<file path="src/verilog/crt_refresh_pkg.sv">
/*
 Shared constants of the character display refresh block: timing chain
 lengths, decode positions, register offsets and field positions.
 Assumes one clock domain and a plain register port on the processor side.
*/
package crt_refresh_pkg;

	// Dot time against the system clock; one dot is a whole number of clocks
	localparam int DOT_PERIOD_PS  = 53800;
	localparam int CLK_PERIOD_PS  = 20000;
	localparam int DOT_CYCLES_RAW = DOT_PERIOD_PS / CLK_PERIOD_PS;
	localparam int DOT_CYCLES     = (DOT_CYCLES_RAW < 1) ? 1 : DOT_CYCLES_RAW;

	// Cell, line and frame geometry
	localparam logic [3:0] DOT_LAST      = 4'h9;
	localparam logic [6:0] CHR_LAST      = 7'h63;
	localparam logic [6:0] VIS_CHARS     = 7'h50;
	localparam logic [6:0] FIRST_VIS     = 7'h02;
	localparam logic [6:0] LAST_VIS      = 7'h51;
	localparam logic [3:0] SCAN_LAST     = 4'hb;
	localparam logic [3:0] SCAN_LAST_60  = 4'h9;
	localparam logic [4:0] VIS_ROWS      = 5'h18;
	localparam logic [4:0] ROW_LAST_60   = 5'h19;
	localparam logic [4:0] ROW_LAST_50   = 5'h1e;

	// Sync decode positions
	localparam logic [6:0] HD_FIRST      = 7'h56;
	localparam logic [6:0] HD_LAST       = 7'h5d;
	localparam logic [4:0] VS_ROW_60     = 5'h19;
	localparam logic [4:0] VS_ROW_50     = 5'h1b;
	localparam logic [3:0] VS_SCANS      = 4'h3;

	// Events within one character cell
	localparam logic [3:0] DOT_FETCH     = 4'h0;
	localparam logic [3:0] DOT_XFER      = 4'h7;
	localparam logic [3:0] DOT_CGA       = 4'h8;

	// Display memory in characters; the last pair before the wrap
	localparam logic [10:0] MEM_LAST_PAIR = 11'h7fe;

	// Display byte layout
	localparam int ATTR_FLAG_BIT  = 7;
	localparam int ATTR_UL_BIT    = 5;
	localparam int ATTR_INV_BIT   = 4;
	localparam int ATTR_DIM_BIT   = 3;
	localparam int ATTR_BLINK_BIT = 2;
	localparam logic [6:0] ATTR_PATTERN = 7'h60;

	// Register map
	localparam logic [1:0] REG_CTRL      = 2'h0;
	localparam logic [1:0] REG_PAGE      = 2'h1;
	localparam logic [1:0] REG_STATUS    = 2'h2;
	localparam int CTRL_WIDE_BIT  = 0;
	localparam int CTRL_HZ50_BIT  = 1;
	localparam logic        CTRL_WIDE_RESET = 1'b0;
	localparam logic        CTRL_HZ50_RESET = 1'b0;
	localparam logic [10:0] PAGE_RESET      = 11'h000;

endpackage : crt_refresh_pkg

</file>
<file path="src/verilog/video_serializer.sv">
/*
 Video shift register with field modifier gating.
 Assumes load and shift strikes come from the refresh timing chain on the
 same clock, and that a load never needs a shift in the same cycle.
*/
`timescale 1ns/1ps
module video_serializer (
	// Clock and reset
	input  wire logic       clk_in,
	input  wire logic       rst_n_in,
	// Strikes from the timing chain
	input  wire logic       load_in,
	input  wire logic       shift_in,
	// Cell contents
	input  wire logic [6:0] pattern_in,
	input  wire logic       visible_in,
	input  wire logic       underline_in,
	input  wire logic       inverse_in,
	input  wire logic       blink_in,
	input  wire logic       last_scan_in,
	input  wire logic       blink_phase_in,
	// Serial video
	output logic            video_out
);
	typedef struct packed {
		logic [9:0] sh;
		logic       vis;
		logic       ul;
		logic       inv;
		logic       blk;
		logic       last;
		logic       video;
	} ser_s;

	ser_s s;
	ser_s n;
	logic dot;

	always_comb begin
		n = s;
		if (load_in) begin
			n.sh   = visible_in ? {pattern_in, 3'h0} : 10'h000; // RL20 RL1
			n.vis  = visible_in;
			n.ul   = underline_in;
			n.inv  = inverse_in;
			n.blk  = blink_in;
			n.last = last_scan_in;
		end else if (shift_in) begin
			n.sh = {s.sh[8:0], 1'b0}; // RL20 RL3
		end
		dot = n.sh[9];
		if (n.ul && n.last) begin
			dot = 1'b1; // RL23
		end
		if (n.blk) begin
			dot = dot & blink_phase_in; // RL24
		end
		if (n.inv) begin
			dot = ~dot; // RL25
		end
		// Retrace stays black even under inverse
		n.video = dot & n.vis; // RL25
	end

	always_ff @(posedge clk_in) begin
		if (!rst_n_in) begin
			s <= '0;
		end else begin
			s <= n;
		end
	end

	assign video_out = s.video;

endmodule : video_serializer

</file>
<file path="src/verilog/crt_refresh.sv">
/*
 Character display refresh: dot, character, scan and row timing, display
 address counters, pair fetch buffer, character generator addressing,
 field modifier latch and sync outputs.
 Assumes display memory and character generator answer on this clock:
 memory data in the same clock as mem_rd_out, generator data combinationally.
*/
// Overview of operation
// [RL1] Cell ten dots by twelve lines
// [RL2] Fixed frame length, same start each frame
// [RL3] Dot counter divides by ten, shifts video
// [RL4] Whole chain from one dot clock
// [RL5] Line is 100 cells, 80 visible
// [RL6] Character counter divides by 100, horizontal drive
// [RL7] Horizontal drive fixed against visible interval
// [RL8] Processor phases come from character counter
// [RL9] Scan counter modulo 12 feeds generator
// [RL10] 310 lines per frame at 60 Hz
// [RL11] 31 rows per frame at 50 Hz
// [RL12] Vertical sync decoded from row counter
// [RL13] Page start loaded at each frame start
// [RL14] Refresh reads in phase one only
// [RL15] Wrap clear at end of memory
// [RL16] Eighty address advances per scan line
// [RL17] Wide mode halves dot clocks only; code also halves shifter loads and, except on the twelfth scan, pair fetches
// [RL18] Wide mode full rate on twelfth scan
// [RL19] Generator address: code high, scan low
// [RL20] Generator dots loaded and shifted out
// [RL21] Fetched pairs buffered, routed one by one
// [RL22] Bit seven set loads attribute latch
// [RL23] Underline forces video on scan 12
// [RL24] Blink ANDs video with blink oscillator
// [RL25] Inverse flips video except in retrace
// [RL26] Attribute cell shows fixed dot pattern
// [RL27] Reset clears counters and attributes
// [RL28] Synchronous counters with enables, no ripple
`timescale 1ns/1ps
module crt_refresh #(
	parameter int BLINK_W = 5
) (
	// Clock and reset
	input  wire logic        clk_in,
	input  wire logic        rst_n_in,
	// Register port
	input  wire logic [1:0]  reg_addr_in,
	input  wire logic [15:0] reg_wdata_in,
	input  wire logic        reg_wr_in,
	input  wire logic        reg_rd_in,
	output logic      [15:0] reg_rdata_out,
	// Display memory, both banks side by side
	output logic      [9:0]  mem_addr_out,
	output logic             mem_rd_out,
	input  wire logic [15:0] mem_data_in,
	// Processor clock phases
	output logic             cpu_phi1_out,
	output logic             cpu_phi2_out,
	// Character generator
	output logic      [10:0] cg_addr_out,
	input  wire logic [7:0]  cg_data_in,
	// Monitor
	output logic             hdrive_out,
	output logic             vsync_out,
	output logic             video_out,
	output logic             dim_out,
	output logic             address_counter_wrap_clear_out
);
	localparam logic [1:0] DOT_CYC_M1 = 2'(crt_refresh_pkg::DOT_CYCLES - 1);

	initial begin
		if (crt_refresh_pkg::DOT_CYCLES > 4) begin
			$error("dot prescaler is two bits wide");
		end
		if (BLINK_W < 1 || BLINK_W > 8) begin
			$error("BLINK_W must lie between 1 and 8");
		end
	end

	typedef struct packed {
		logic [1:0]         pre;
		logic [3:0]         dot;
		logic [6:0]         chr;
		logic [3:0]         scan;
		logic [4:0]         row;
		logic [10:0]        cur;
		logic [10:0]        line_start;
		logic [10:0]        page_start;
		logic               wide;
		logic               hz50;
		logic [15:0]        fetch_buf;
		logic [15:0]        disp_buf;
		logic [10:0]        cg_addr;
		logic               attr_ul;
		logic               attr_inv;
		logic               attr_dim;
		logic               attr_blink;
		logic               attr_cell;
		logic [BLINK_W-1:0] blink_cnt;
		logic               hdrive;
		logic               vsync;
		logic               phi1;
		logic               mem_rd;
		logic [9:0]         mem_addr;
		logic               wrap_clr;
		logic [15:0]        rdata;
		logic               load;
		logic [6:0]         pattern;
		logic               cell_vis;
		logic               last_scan;
		logic               shift;
	} refresh_s;

	refresh_s s;
	refresh_s n;

	logic       dot_tick;
	logic       cell_end;
	logic       line_end;
	logic       frame_end;
	logic       full_rate;
	logic       fetch_slot;
	logic       xfer_slot;
	logic       sel_high;
	logic [7:0] sel_byte;
	logic [6:0] next_cell;
	logic [4:0] row_last;
	logic [3:0] scan_frame_last;
	logic [4:0] vs_row;

	function automatic logic in_range7(input logic [6:0] v, input logic [6:0] lo,
	                                   input logic [6:0] hi);
		in_range7 = (v >= lo) && (v <= hi);
	endfunction : in_range7

	always_comb begin
		n = s;
		n.mem_rd   = 1'b0;
		n.wrap_clr = 1'b0;
		n.load     = 1'b0;

		// One dot every DOT_CYCLES clocks; all slower stages run on enables
		dot_tick = (s.pre == DOT_CYC_M1); // RL4 RL28
		n.pre    = dot_tick ? 2'h0 : 2'(s.pre + 2'h1);

		cell_end  = dot_tick && (s.dot == crt_refresh_pkg::DOT_LAST); // RL3
		line_end  = cell_end && (s.chr == crt_refresh_pkg::CHR_LAST); // RL5 RL6
		row_last  = s.hz50 ? crt_refresh_pkg::ROW_LAST_50 : crt_refresh_pkg::ROW_LAST_60;
		scan_frame_last = s.hz50 ? crt_refresh_pkg::SCAN_LAST : crt_refresh_pkg::SCAN_LAST_60;
		// Frame length is fixed for each hz50 setting, so each frame starts at the same spot
		frame_end = line_end && (s.row == row_last) && (s.scan == scan_frame_last); // RL2 RL10 RL11
		vs_row    = s.hz50 ? crt_refresh_pkg::VS_ROW_50 : crt_refresh_pkg::VS_ROW_60;

		// Timing chain
		if (dot_tick) begin
			n.dot = cell_end ? 4'h0 : 4'(s.dot + 4'h1); // RL3
		end
		if (cell_end) begin
			n.chr = line_end ? 7'h00 : 7'(s.chr + 7'h01); // RL6
		end
		if (line_end) begin
			if (frame_end || s.scan == crt_refresh_pkg::SCAN_LAST) begin
				n.scan = 4'h0; // RL9 RL1
			end else begin
				n.scan = 4'(s.scan + 4'h1);
			end
			if (frame_end) begin
				n.row = 5'h00; // RL10 RL11
			end else if (s.scan == crt_refresh_pkg::SCAN_LAST) begin
				n.row = 5'(s.row + 5'h01);
			end
		end

		// Processor phase one on even cells: refresh owns the memory then
		n.phi1   = ~n.chr[0]; // RL8 RL14
		n.hdrive = in_range7(n.chr, crt_refresh_pkg::HD_FIRST, crt_refresh_pkg::HD_LAST); // RL7
		n.vsync  = (n.row == vs_row) && (n.scan < crt_refresh_pkg::VS_SCANS); // RL12

		// Wide mode uses every fourth cell except on the last scan of a row
		full_rate  = !s.wide || (s.scan == crt_refresh_pkg::SCAN_LAST); // RL18
		fetch_slot = full_rate ? (s.chr[0] == 1'b0) : (s.chr[1:0] == 2'h0);
		xfer_slot  = full_rate ? (s.chr[0] == 1'b1) : (s.chr[1:0] == 2'h1);

		// Pair fetch in phase one; counter steps by one pair per fetch
		if (dot_tick && s.dot == crt_refresh_pkg::DOT_FETCH && fetch_slot &&
		    s.chr < crt_refresh_pkg::VIS_CHARS && s.row < crt_refresh_pkg::VIS_ROWS) begin
			n.mem_rd   = 1'b1; // RL14
			n.mem_addr = s.cur[10:1];
			if (s.cur == crt_refresh_pkg::MEM_LAST_PAIR) begin
				n.cur      = 11'h000; // RL15
				n.wrap_clr = 1'b1; // RL15
			end else begin
				n.cur = 11'(s.cur + 11'h002); // RL16 RL18
			end
		end
		if (s.mem_rd) begin
			n.fetch_buf = mem_data_in; // RL21
		end
		if (dot_tick && s.dot == crt_refresh_pkg::DOT_XFER && xfer_slot) begin
			n.disp_buf = s.fetch_buf; // RL21
		end

		// Pick the byte for the next cell and address the generator
		sel_high = s.wide ? (s.chr[1] == s.chr[0]) : ~s.chr[0]; // RL21 RL17
		sel_byte = sel_high ? s.disp_buf[15:8] : s.disp_buf[7:0];
		if (dot_tick && s.dot == crt_refresh_pkg::DOT_CGA) begin
			n.cg_addr = {sel_byte[6:0], s.scan}; // RL19 RL9
			if (sel_byte[crt_refresh_pkg::ATTR_FLAG_BIT]) begin
				n.attr_ul    = sel_byte[crt_refresh_pkg::ATTR_UL_BIT]; // RL22
				n.attr_inv   = sel_byte[crt_refresh_pkg::ATTR_INV_BIT];
				n.attr_dim   = sel_byte[crt_refresh_pkg::ATTR_DIM_BIT];
				n.attr_blink = sel_byte[crt_refresh_pkg::ATTR_BLINK_BIT];
				n.attr_cell  = 1'b1; // RL26
			end else begin
				n.attr_cell  = 1'b0;
			end
		end

		// Load the shifter for the next cell; wide cells span two cells
		next_cell = 7'(s.chr + 7'h01);
		if (cell_end && (!s.wide || s.chr[0])) begin
			n.load      = 1'b1; // RL17 RL20
			// Generator output is ignored in an attribute cell
			n.pattern   = s.attr_cell ? crt_refresh_pkg::ATTR_PATTERN : cg_data_in[6:0]; // RL26
			n.cell_vis  = in_range7(next_cell, crt_refresh_pkg::FIRST_VIS,
			                        crt_refresh_pkg::LAST_VIS) &&
			              (s.row < crt_refresh_pkg::VIS_ROWS); // RL5 RL25
			n.last_scan = (s.scan == crt_refresh_pkg::SCAN_LAST); // RL23
		end

		// Address counters per scan line and per frame
		if (line_end) begin
			if (frame_end) begin
				n.cur        = s.page_start; // RL13
				n.line_start = s.page_start; // RL13
				n.attr_ul    = 1'b0;
				n.attr_inv   = 1'b0;
				n.attr_dim   = 1'b0;
				n.attr_blink = 1'b0;
				n.blink_cnt  = BLINK_W'(s.blink_cnt + 1'b1);
			end else if (s.scan == crt_refresh_pkg::SCAN_LAST) begin
				n.line_start = s.cur; // RL18
			end else begin
				n.cur = s.line_start; // RL16
			end
		end

		// Register port
		if (reg_wr_in) begin
			if (reg_addr_in == crt_refresh_pkg::REG_CTRL) begin
				n.wide = reg_wdata_in[crt_refresh_pkg::CTRL_WIDE_BIT]; // RL17
				n.hz50 = reg_wdata_in[crt_refresh_pkg::CTRL_HZ50_BIT]; // RL11
			end else if (reg_addr_in == crt_refresh_pkg::REG_PAGE) begin
				n.page_start = reg_wdata_in[10:0]; // RL13
			end
		end
		if (reg_rd_in) begin
			if (reg_addr_in == crt_refresh_pkg::REG_CTRL) begin
				n.rdata = {14'h0000, s.hz50, s.wide};
			end else if (reg_addr_in == crt_refresh_pkg::REG_PAGE) begin
				n.rdata = {5'h00, s.page_start};
			end else if (reg_addr_in == crt_refresh_pkg::REG_STATUS) begin
				n.rdata = {(s.row >= crt_refresh_pkg::VIS_ROWS), 3'h0, s.scan, 3'h0, s.row};
			end else begin
				n.rdata = 16'h0000;
			end
		end else begin
			n.rdata = 16'h0000;
		end

		// Half speed dots in wide mode: shift on every other dot. Registered so the
		// strike trails the tick by one clock like the load does; else the first
		// dot of every cell comes out one clock short
		n.shift = dot_tick && (!s.wide || s.dot[0]); // RL17 RL3
	end

	always_ff @(posedge clk_in) begin
		if (!rst_n_in) begin
			s            <= '0; // RL27
			s.wide       <= crt_refresh_pkg::CTRL_WIDE_RESET;
			s.hz50       <= crt_refresh_pkg::CTRL_HZ50_RESET;
			s.page_start <= crt_refresh_pkg::PAGE_RESET;
		end else begin
			s <= n;
		end
	end

	video_serializer u_ser (
		.clk_in         (clk_in),
		.rst_n_in       (rst_n_in),
		.load_in        (s.load),
		.shift_in       (s.shift),
		.pattern_in     (s.pattern),
		.visible_in     (s.cell_vis),
		.underline_in   (s.attr_ul),
		.inverse_in     (s.attr_inv),
		.blink_in       (s.attr_blink),
		.last_scan_in   (s.last_scan),
		.blink_phase_in (s.blink_cnt[BLINK_W-1]),
		.video_out      (video_out)
	);

	assign reg_rdata_out  = s.rdata;
	assign mem_addr_out   = s.mem_addr;
	assign mem_rd_out     = s.mem_rd;
	assign cpu_phi1_out   = s.phi1;
	assign cpu_phi2_out   = ~s.phi1;
	assign cg_addr_out    = s.cg_addr;
	assign hdrive_out     = s.hdrive;
	assign vsync_out      = s.vsync;
	assign dim_out        = s.attr_dim;
	assign address_counter_wrap_clear_out = s.wrap_clr;

endmodule : crt_refresh

</file>
<file path="config.mk">
export PLATFORM = sky130hd
export DESIGN_NAME = crt_refresh
export DESIGN_NICKNAME = d
export VERILOG_FILES = /design/src/verilog/crt_refresh_pkg.sv /design/src/verilog/video_serializer.sv /design/src/verilog/crt_refresh.sv
export SDC_FILE = /design/constraint.sdc
export NUM_CORES = 1
export LEC_CHECK = 0
export ABC_CLOCK_PERIOD_IN_PS = 2200
export BUFFER_PORTS_ARGS = -buffer_cell sky130_fd_sc_hd__buf_2
export CORE_MARGIN = 3
export CORE_UTILIZATION = 40
export DETAILED_ROUTE_END_ITERATION = 12
export PLACE_DENSITY = 0.64
export SYNTH_ARGS = -nofsm -noshare
export SYNTH_HDL_FRONTEND = slang
export SYNTH_SLANG_ARGS = --single-unit
</file>
<file path="constraint.sdc">
create_clock -name clk_in -period 2.2 [get_ports clk_in]
set_input_delay 0.11 -clock clk_in [delete_from_list [all_inputs] [get_ports clk_in]]
set_output_delay 0.11 -clock clk_in [all_outputs]
set_load 0.01 [all_outputs]
</file>
==> results.txt <==
----------------------------------------------------
[Global routing]
  Maximum number of pins on one net before global-route repair ... 30
  Global-route usage over all layers ... 18.26%
  First-pass GRT wire length ... 29860 µm
  Vias in the first global route ... 6024
  Remaining global-route overflow ... 0
  Initial antenna violation count ... 0

[Finish]
  Diode count ... 0
  Count of nets after finishing ... 1038
  Post-synthesis to final-layout area growth ... 27.98%
  Fillcell total ... 1694
  Area of the multi-input gates ... 3777 µm²
  Share of post-route cells with drive strength above 1 ... 25.65%
  Post-layout util ... 52.52%
  Storage cell area ... 3289 µm²

[STA]
  Final worst path period share ... 104.3%
  Tightest slew margin relative to the limit ... 56.59%
  Post-route worst setup slack ... -0.09434 ns
  Final-report setup violation count ... 20
  Hold Vio Cnt, Final ... 0
  Min cycle time layout ... 2.294 ns
  Worst Clk Skew ... 0.008677 ns
  Maximum clock rate ... 0.4359 GHz
  Worst Max-Slew Pin Slew ... 0.6499 ns
  Setup repair after global routing missed its margin ... true
  Final Max Slew Viols ... 0

[Floorplanning]
  Core Rows ... 49
  Floorplan die height ... 142.2 µm
  Core region area ... 18090 µm²
  Die boundary width ... 142.2 µm
  Area of the die ... 20230 µm²
  Io pins ... 91
  Effective utilization at floorplan ... 41.04%

[Synth]
  Post-synthesis cell type with the largest combined area ... sky130_fd_sc_hd__dfxtp_1
  Number of distinct library cells after synthesis ... 60
  Number of flops mapped to enable cells by yosys ... 0
  Most used standard cell by instance count after synthesis ... sky130_fd_sc_hd__dfxtp_1
  Mean area per synthesized cell ... 8.846 µm²
  Portion of the post-synthesis area used by sequential elements ... 44.23%
  Share of Yosys cell area claimed by the top area cell type ... 44.23%
  Post-synthesis adder-cell area fraction ... 1.854%
  Number of flip-flops and latches in the synthesized netlist ... 164
  Xor and xnor area share after synthesis ... 3.068%
  Multiplexer share of the synthesized area ... 8.935%
  Number of instances in the synthesized netlist ... 839
  Dominant register cell in the synthesized netlist ... sky130_fd_sc_hd__dfxtp_1
  Most common library cells after synthesis ... 164 x sky130_fd_sc_hd__dfxtp_1, 109 x sky130_fd_sc_hd__nand2_1, 101 x sky130_fd_sc_hd__nor2_1
  Synthesis warning total ... 0
  Asr flop ratio synth ... 0%
  Basic-gate share of the synthesized area counting and, or, nand and nor cells ... 22.07%
  Dominant combinational cell family by area after synthesis ... simple AND/OR/NAND/NOR gates
  Cell Area, Synth ... 7422 µm²
  Largest cells by area after synthesis ... sky130_fd_sc_hd__dfxtp_1 44%, sky130_fd_sc_hd__mux2i_1 8.6%, sky130_fd_sc_hd__nand2_1 5.5%
  Synth Area in Compound Gates ... 12.71%

[Clocking]
  Root buffer cell ... sky130_fd_sc_hd__clkbuf_16
  CTS tree ... yes
  Total CTS buffers ... 17
  Clock latency on the worst-skew pair ... 0.43 ns
  Clock Pin Slew Worst Setup and Hold Paths ... 0.07 ns
  Longest Clk Path Bufs ... 2
  Clock H-tree levels ... 4
  Clock Sinks ... 164

[Status]
  Failing checks ... negative setup slack
  Outcome ... finished, violations left

[Route]
  Post-Route WL ... 18390 µm
  Residual DRC ... 0
  Final routed wire length divided by cell count ... 15.03 µm
  Post-detailed-route count of antenna-violating nets ... 0
  Vias per Instance ... 5.137
  Via count of the routed design ... 6283
  TritonRoute pass-1 iters ... 4
  Initial DRC Count ... 326

[Worst setup path]
  Data required time at the worst endpoint ... 2.52 ns
  Startpoint type of the worst setup path ... flip-flop
  Sort of element at the end of the critical path ... flip-flop
  Top fanout value on the critical path ... 5
  Critical path class ... flip-flop to flip-flop
  WP data arrival ... 2.62 ns

[Power and ir drop]
  Power Dens Cells ... 690.7 nW/µm²
  Overall power after layout ... 6.562 mW
  VDD IR max ... 0.0005448 V
  Leakage power total ... 3.969 nW

[Min path]
  Hold crit path type ... input port to flip-flop

[Place]
  Pre-CTS WS ... -0.1513 ns
  Final weighted congestion in routability-driven placement ... 0.8258
  DP HPWL ... 12560 µm
  Count of port buffers added during placement ... 81

[Run]
  Max-capacitance violation count ... 0

----------------------------------------------------
## layout by cell type, fill, tap and decap left out, types with 5 or more instances in the layout
master	count
sky130_fd_sc_hd__nor3b_1	7
sky130_fd_sc_hd__dlygate4sd3_1	33
sky130_fd_sc_hd__inv_1	5
sky130_fd_sc_hd__buf_2	81
sky130_fd_sc_hd__a22oi_1	9
sky130_fd_sc_hd__nand2_1	105
sky130_fd_sc_hd__nor2b_1	13
sky130_fd_sc_hd__xor2_1	11
sky130_fd_sc_hd__or3_1	6
sky130_fd_sc_hd__and3_1	10
sky130_fd_sc_hd__nor3_1	8
sky130_fd_sc_hd__o22ai_1	6
sky130_fd_sc_hd__a211oi_1	9
sky130_fd_sc_hd__ha_1	8
sky130_fd_sc_hd__and2_1	19
sky130_fd_sc_hd__nand3_1	16
sky130_fd_sc_hd__o211a_1	5
sky130_fd_sc_hd__nand3b_1	9
sky130_fd_sc_hd__dfxtp_1	159
sky130_fd_sc_hd__xnor2_1	15
sky130_fd_sc_hd__a21boi_0	21
sky130_fd_sc_hd__a21oi_1	28
sky130_fd_sc_hd__a31oi_1	6
sky130_fd_sc_hd__nand4_1	12
sky130_fd_sc_hd__clkbuf_16	17
sky130_fd_sc_hd__mux2i_1	60
sky130_fd_sc_hd__nor2_1	101
sky130_fd_sc_hd__buf_4	86
sky130_fd_sc_hd__dfxtp_2	5
sky130_fd_sc_hd__o21ai_0	18
sky130_fd_sc_hd__buf_6	6
## cell type report
class,instances,area share (%)
Multi-Input combinational cell,580,39.77
Timing Repair Buffer,209,15.75
Sequential cell,164,34.63
Clock buffer,17,4.478
Tap cell,229,3.016
Clock inverter,15,1.989
Inverter,9,0.3688
## where the power goes
| group | leakage (nW) | switching, mW | internal, mW |
|---|---|---|---|
| Clock | 0.296 | 1.33 | 1.73 |
| Combinational | 2.35 | 0.228 | 0.223 |
| Sequential | 1.33 | 0.0374 | 3.02 |
## metal layers
metal | vias to the layer above | track usage, % | part of all wire, %
met1 | 2982 | 23.24 | 46
met3 | 18 | 4.335 | 4.4
met4 | 0 | 5.303 | 1.3
li1 | 3150 | - | -
met2 | 133 | 30.91 | 49
met5 | - | 0 | 0
## final timing paths
check	startpoint	endpoint	slack, ns	cells after the start
max	s[143]$_SDFF_PN0_	s[45]$_SDFFE_PN0P_	-0.09	8
min	cg_data_in[5]	s[8]$_SDFFE_PN0P_	0.03	3
max reg2reg	s[143]$_SDFF_PN0_	s[45]$_SDFFE_PN0P_	-0.09	8
min reg2reg	s[150]$_SDFF_PP0_	s[150]$_SDFF_PP0_	0.43	1
## cells by family after synthesis
family	Yosys count
mux	66
fa+ha+maj	11
simple gates	337
flops	164
buf+inv	97
xor+xnor	26
compound gates	137
other cells	1
## critical path, cell delays in order (launching register included)
cell,delay (ns)
sky130_fd_sc_hd__dfxtp_1,0.31
sky130_fd_sc_hd__or4b_4,0.54
sky130_fd_sc_hd__or3_4,0.40
sky130_fd_sc_hd__nor4_4,0.25
sky130_fd_sc_hd__buf_4,0.19
sky130_fd_sc_hd__buf_6,0.12
sky130_fd_sc_hd__nand4_1,0.09
sky130_fd_sc_hd__xnor2_1,0.14
sky130_fd_sc_hd__and2_1,0.14
## state kept, by name, indices dropped and copies added (netlist names)
register / count
address_counter_wrap_clear_out: 1
cg_addr_out: 11
cpu_phi1_out: 1
dim_out: 1
hdrive_out: 1
mem_addr_out: 10
mem_rd_out: 1
reg_rdata_out: 13
s: 109
u_ser.s: 14
u_ser.video_out: 1
vsync_out: 1
## stage by stage
stage / hold slack (ns) / area (µm²) / TNS [ns] / instances
2_1_floorplan: 0.2460 / 7480 / -1.509 / 841
3_3_place_gp: 0.3435 / 8327 / -0.3319 / 1148
3_5_place_dp: 0.3516 / 8327 / -0.8824 / 1148
4_1_cts: 0.02490 / 9333 / -0.8425 / 1215
5_1_grt: 0.07061 / 9499 / -3.080 / 1223
6_report: 0.02516 / 9499 / -0.8999 / 1223
## timing repair
action / in CTS / in global routing
setup buffers: 2 / 5
gates resized for setup: 11 / 36
hold buffers: 33 / 0
pin swaps: 2 / 9
endpoints found under the hold margin: 35 / 0
endpoints found under the setup margin: 25 / 52
cloned: 0 / 3
Power figures use the tool's default switching activity.
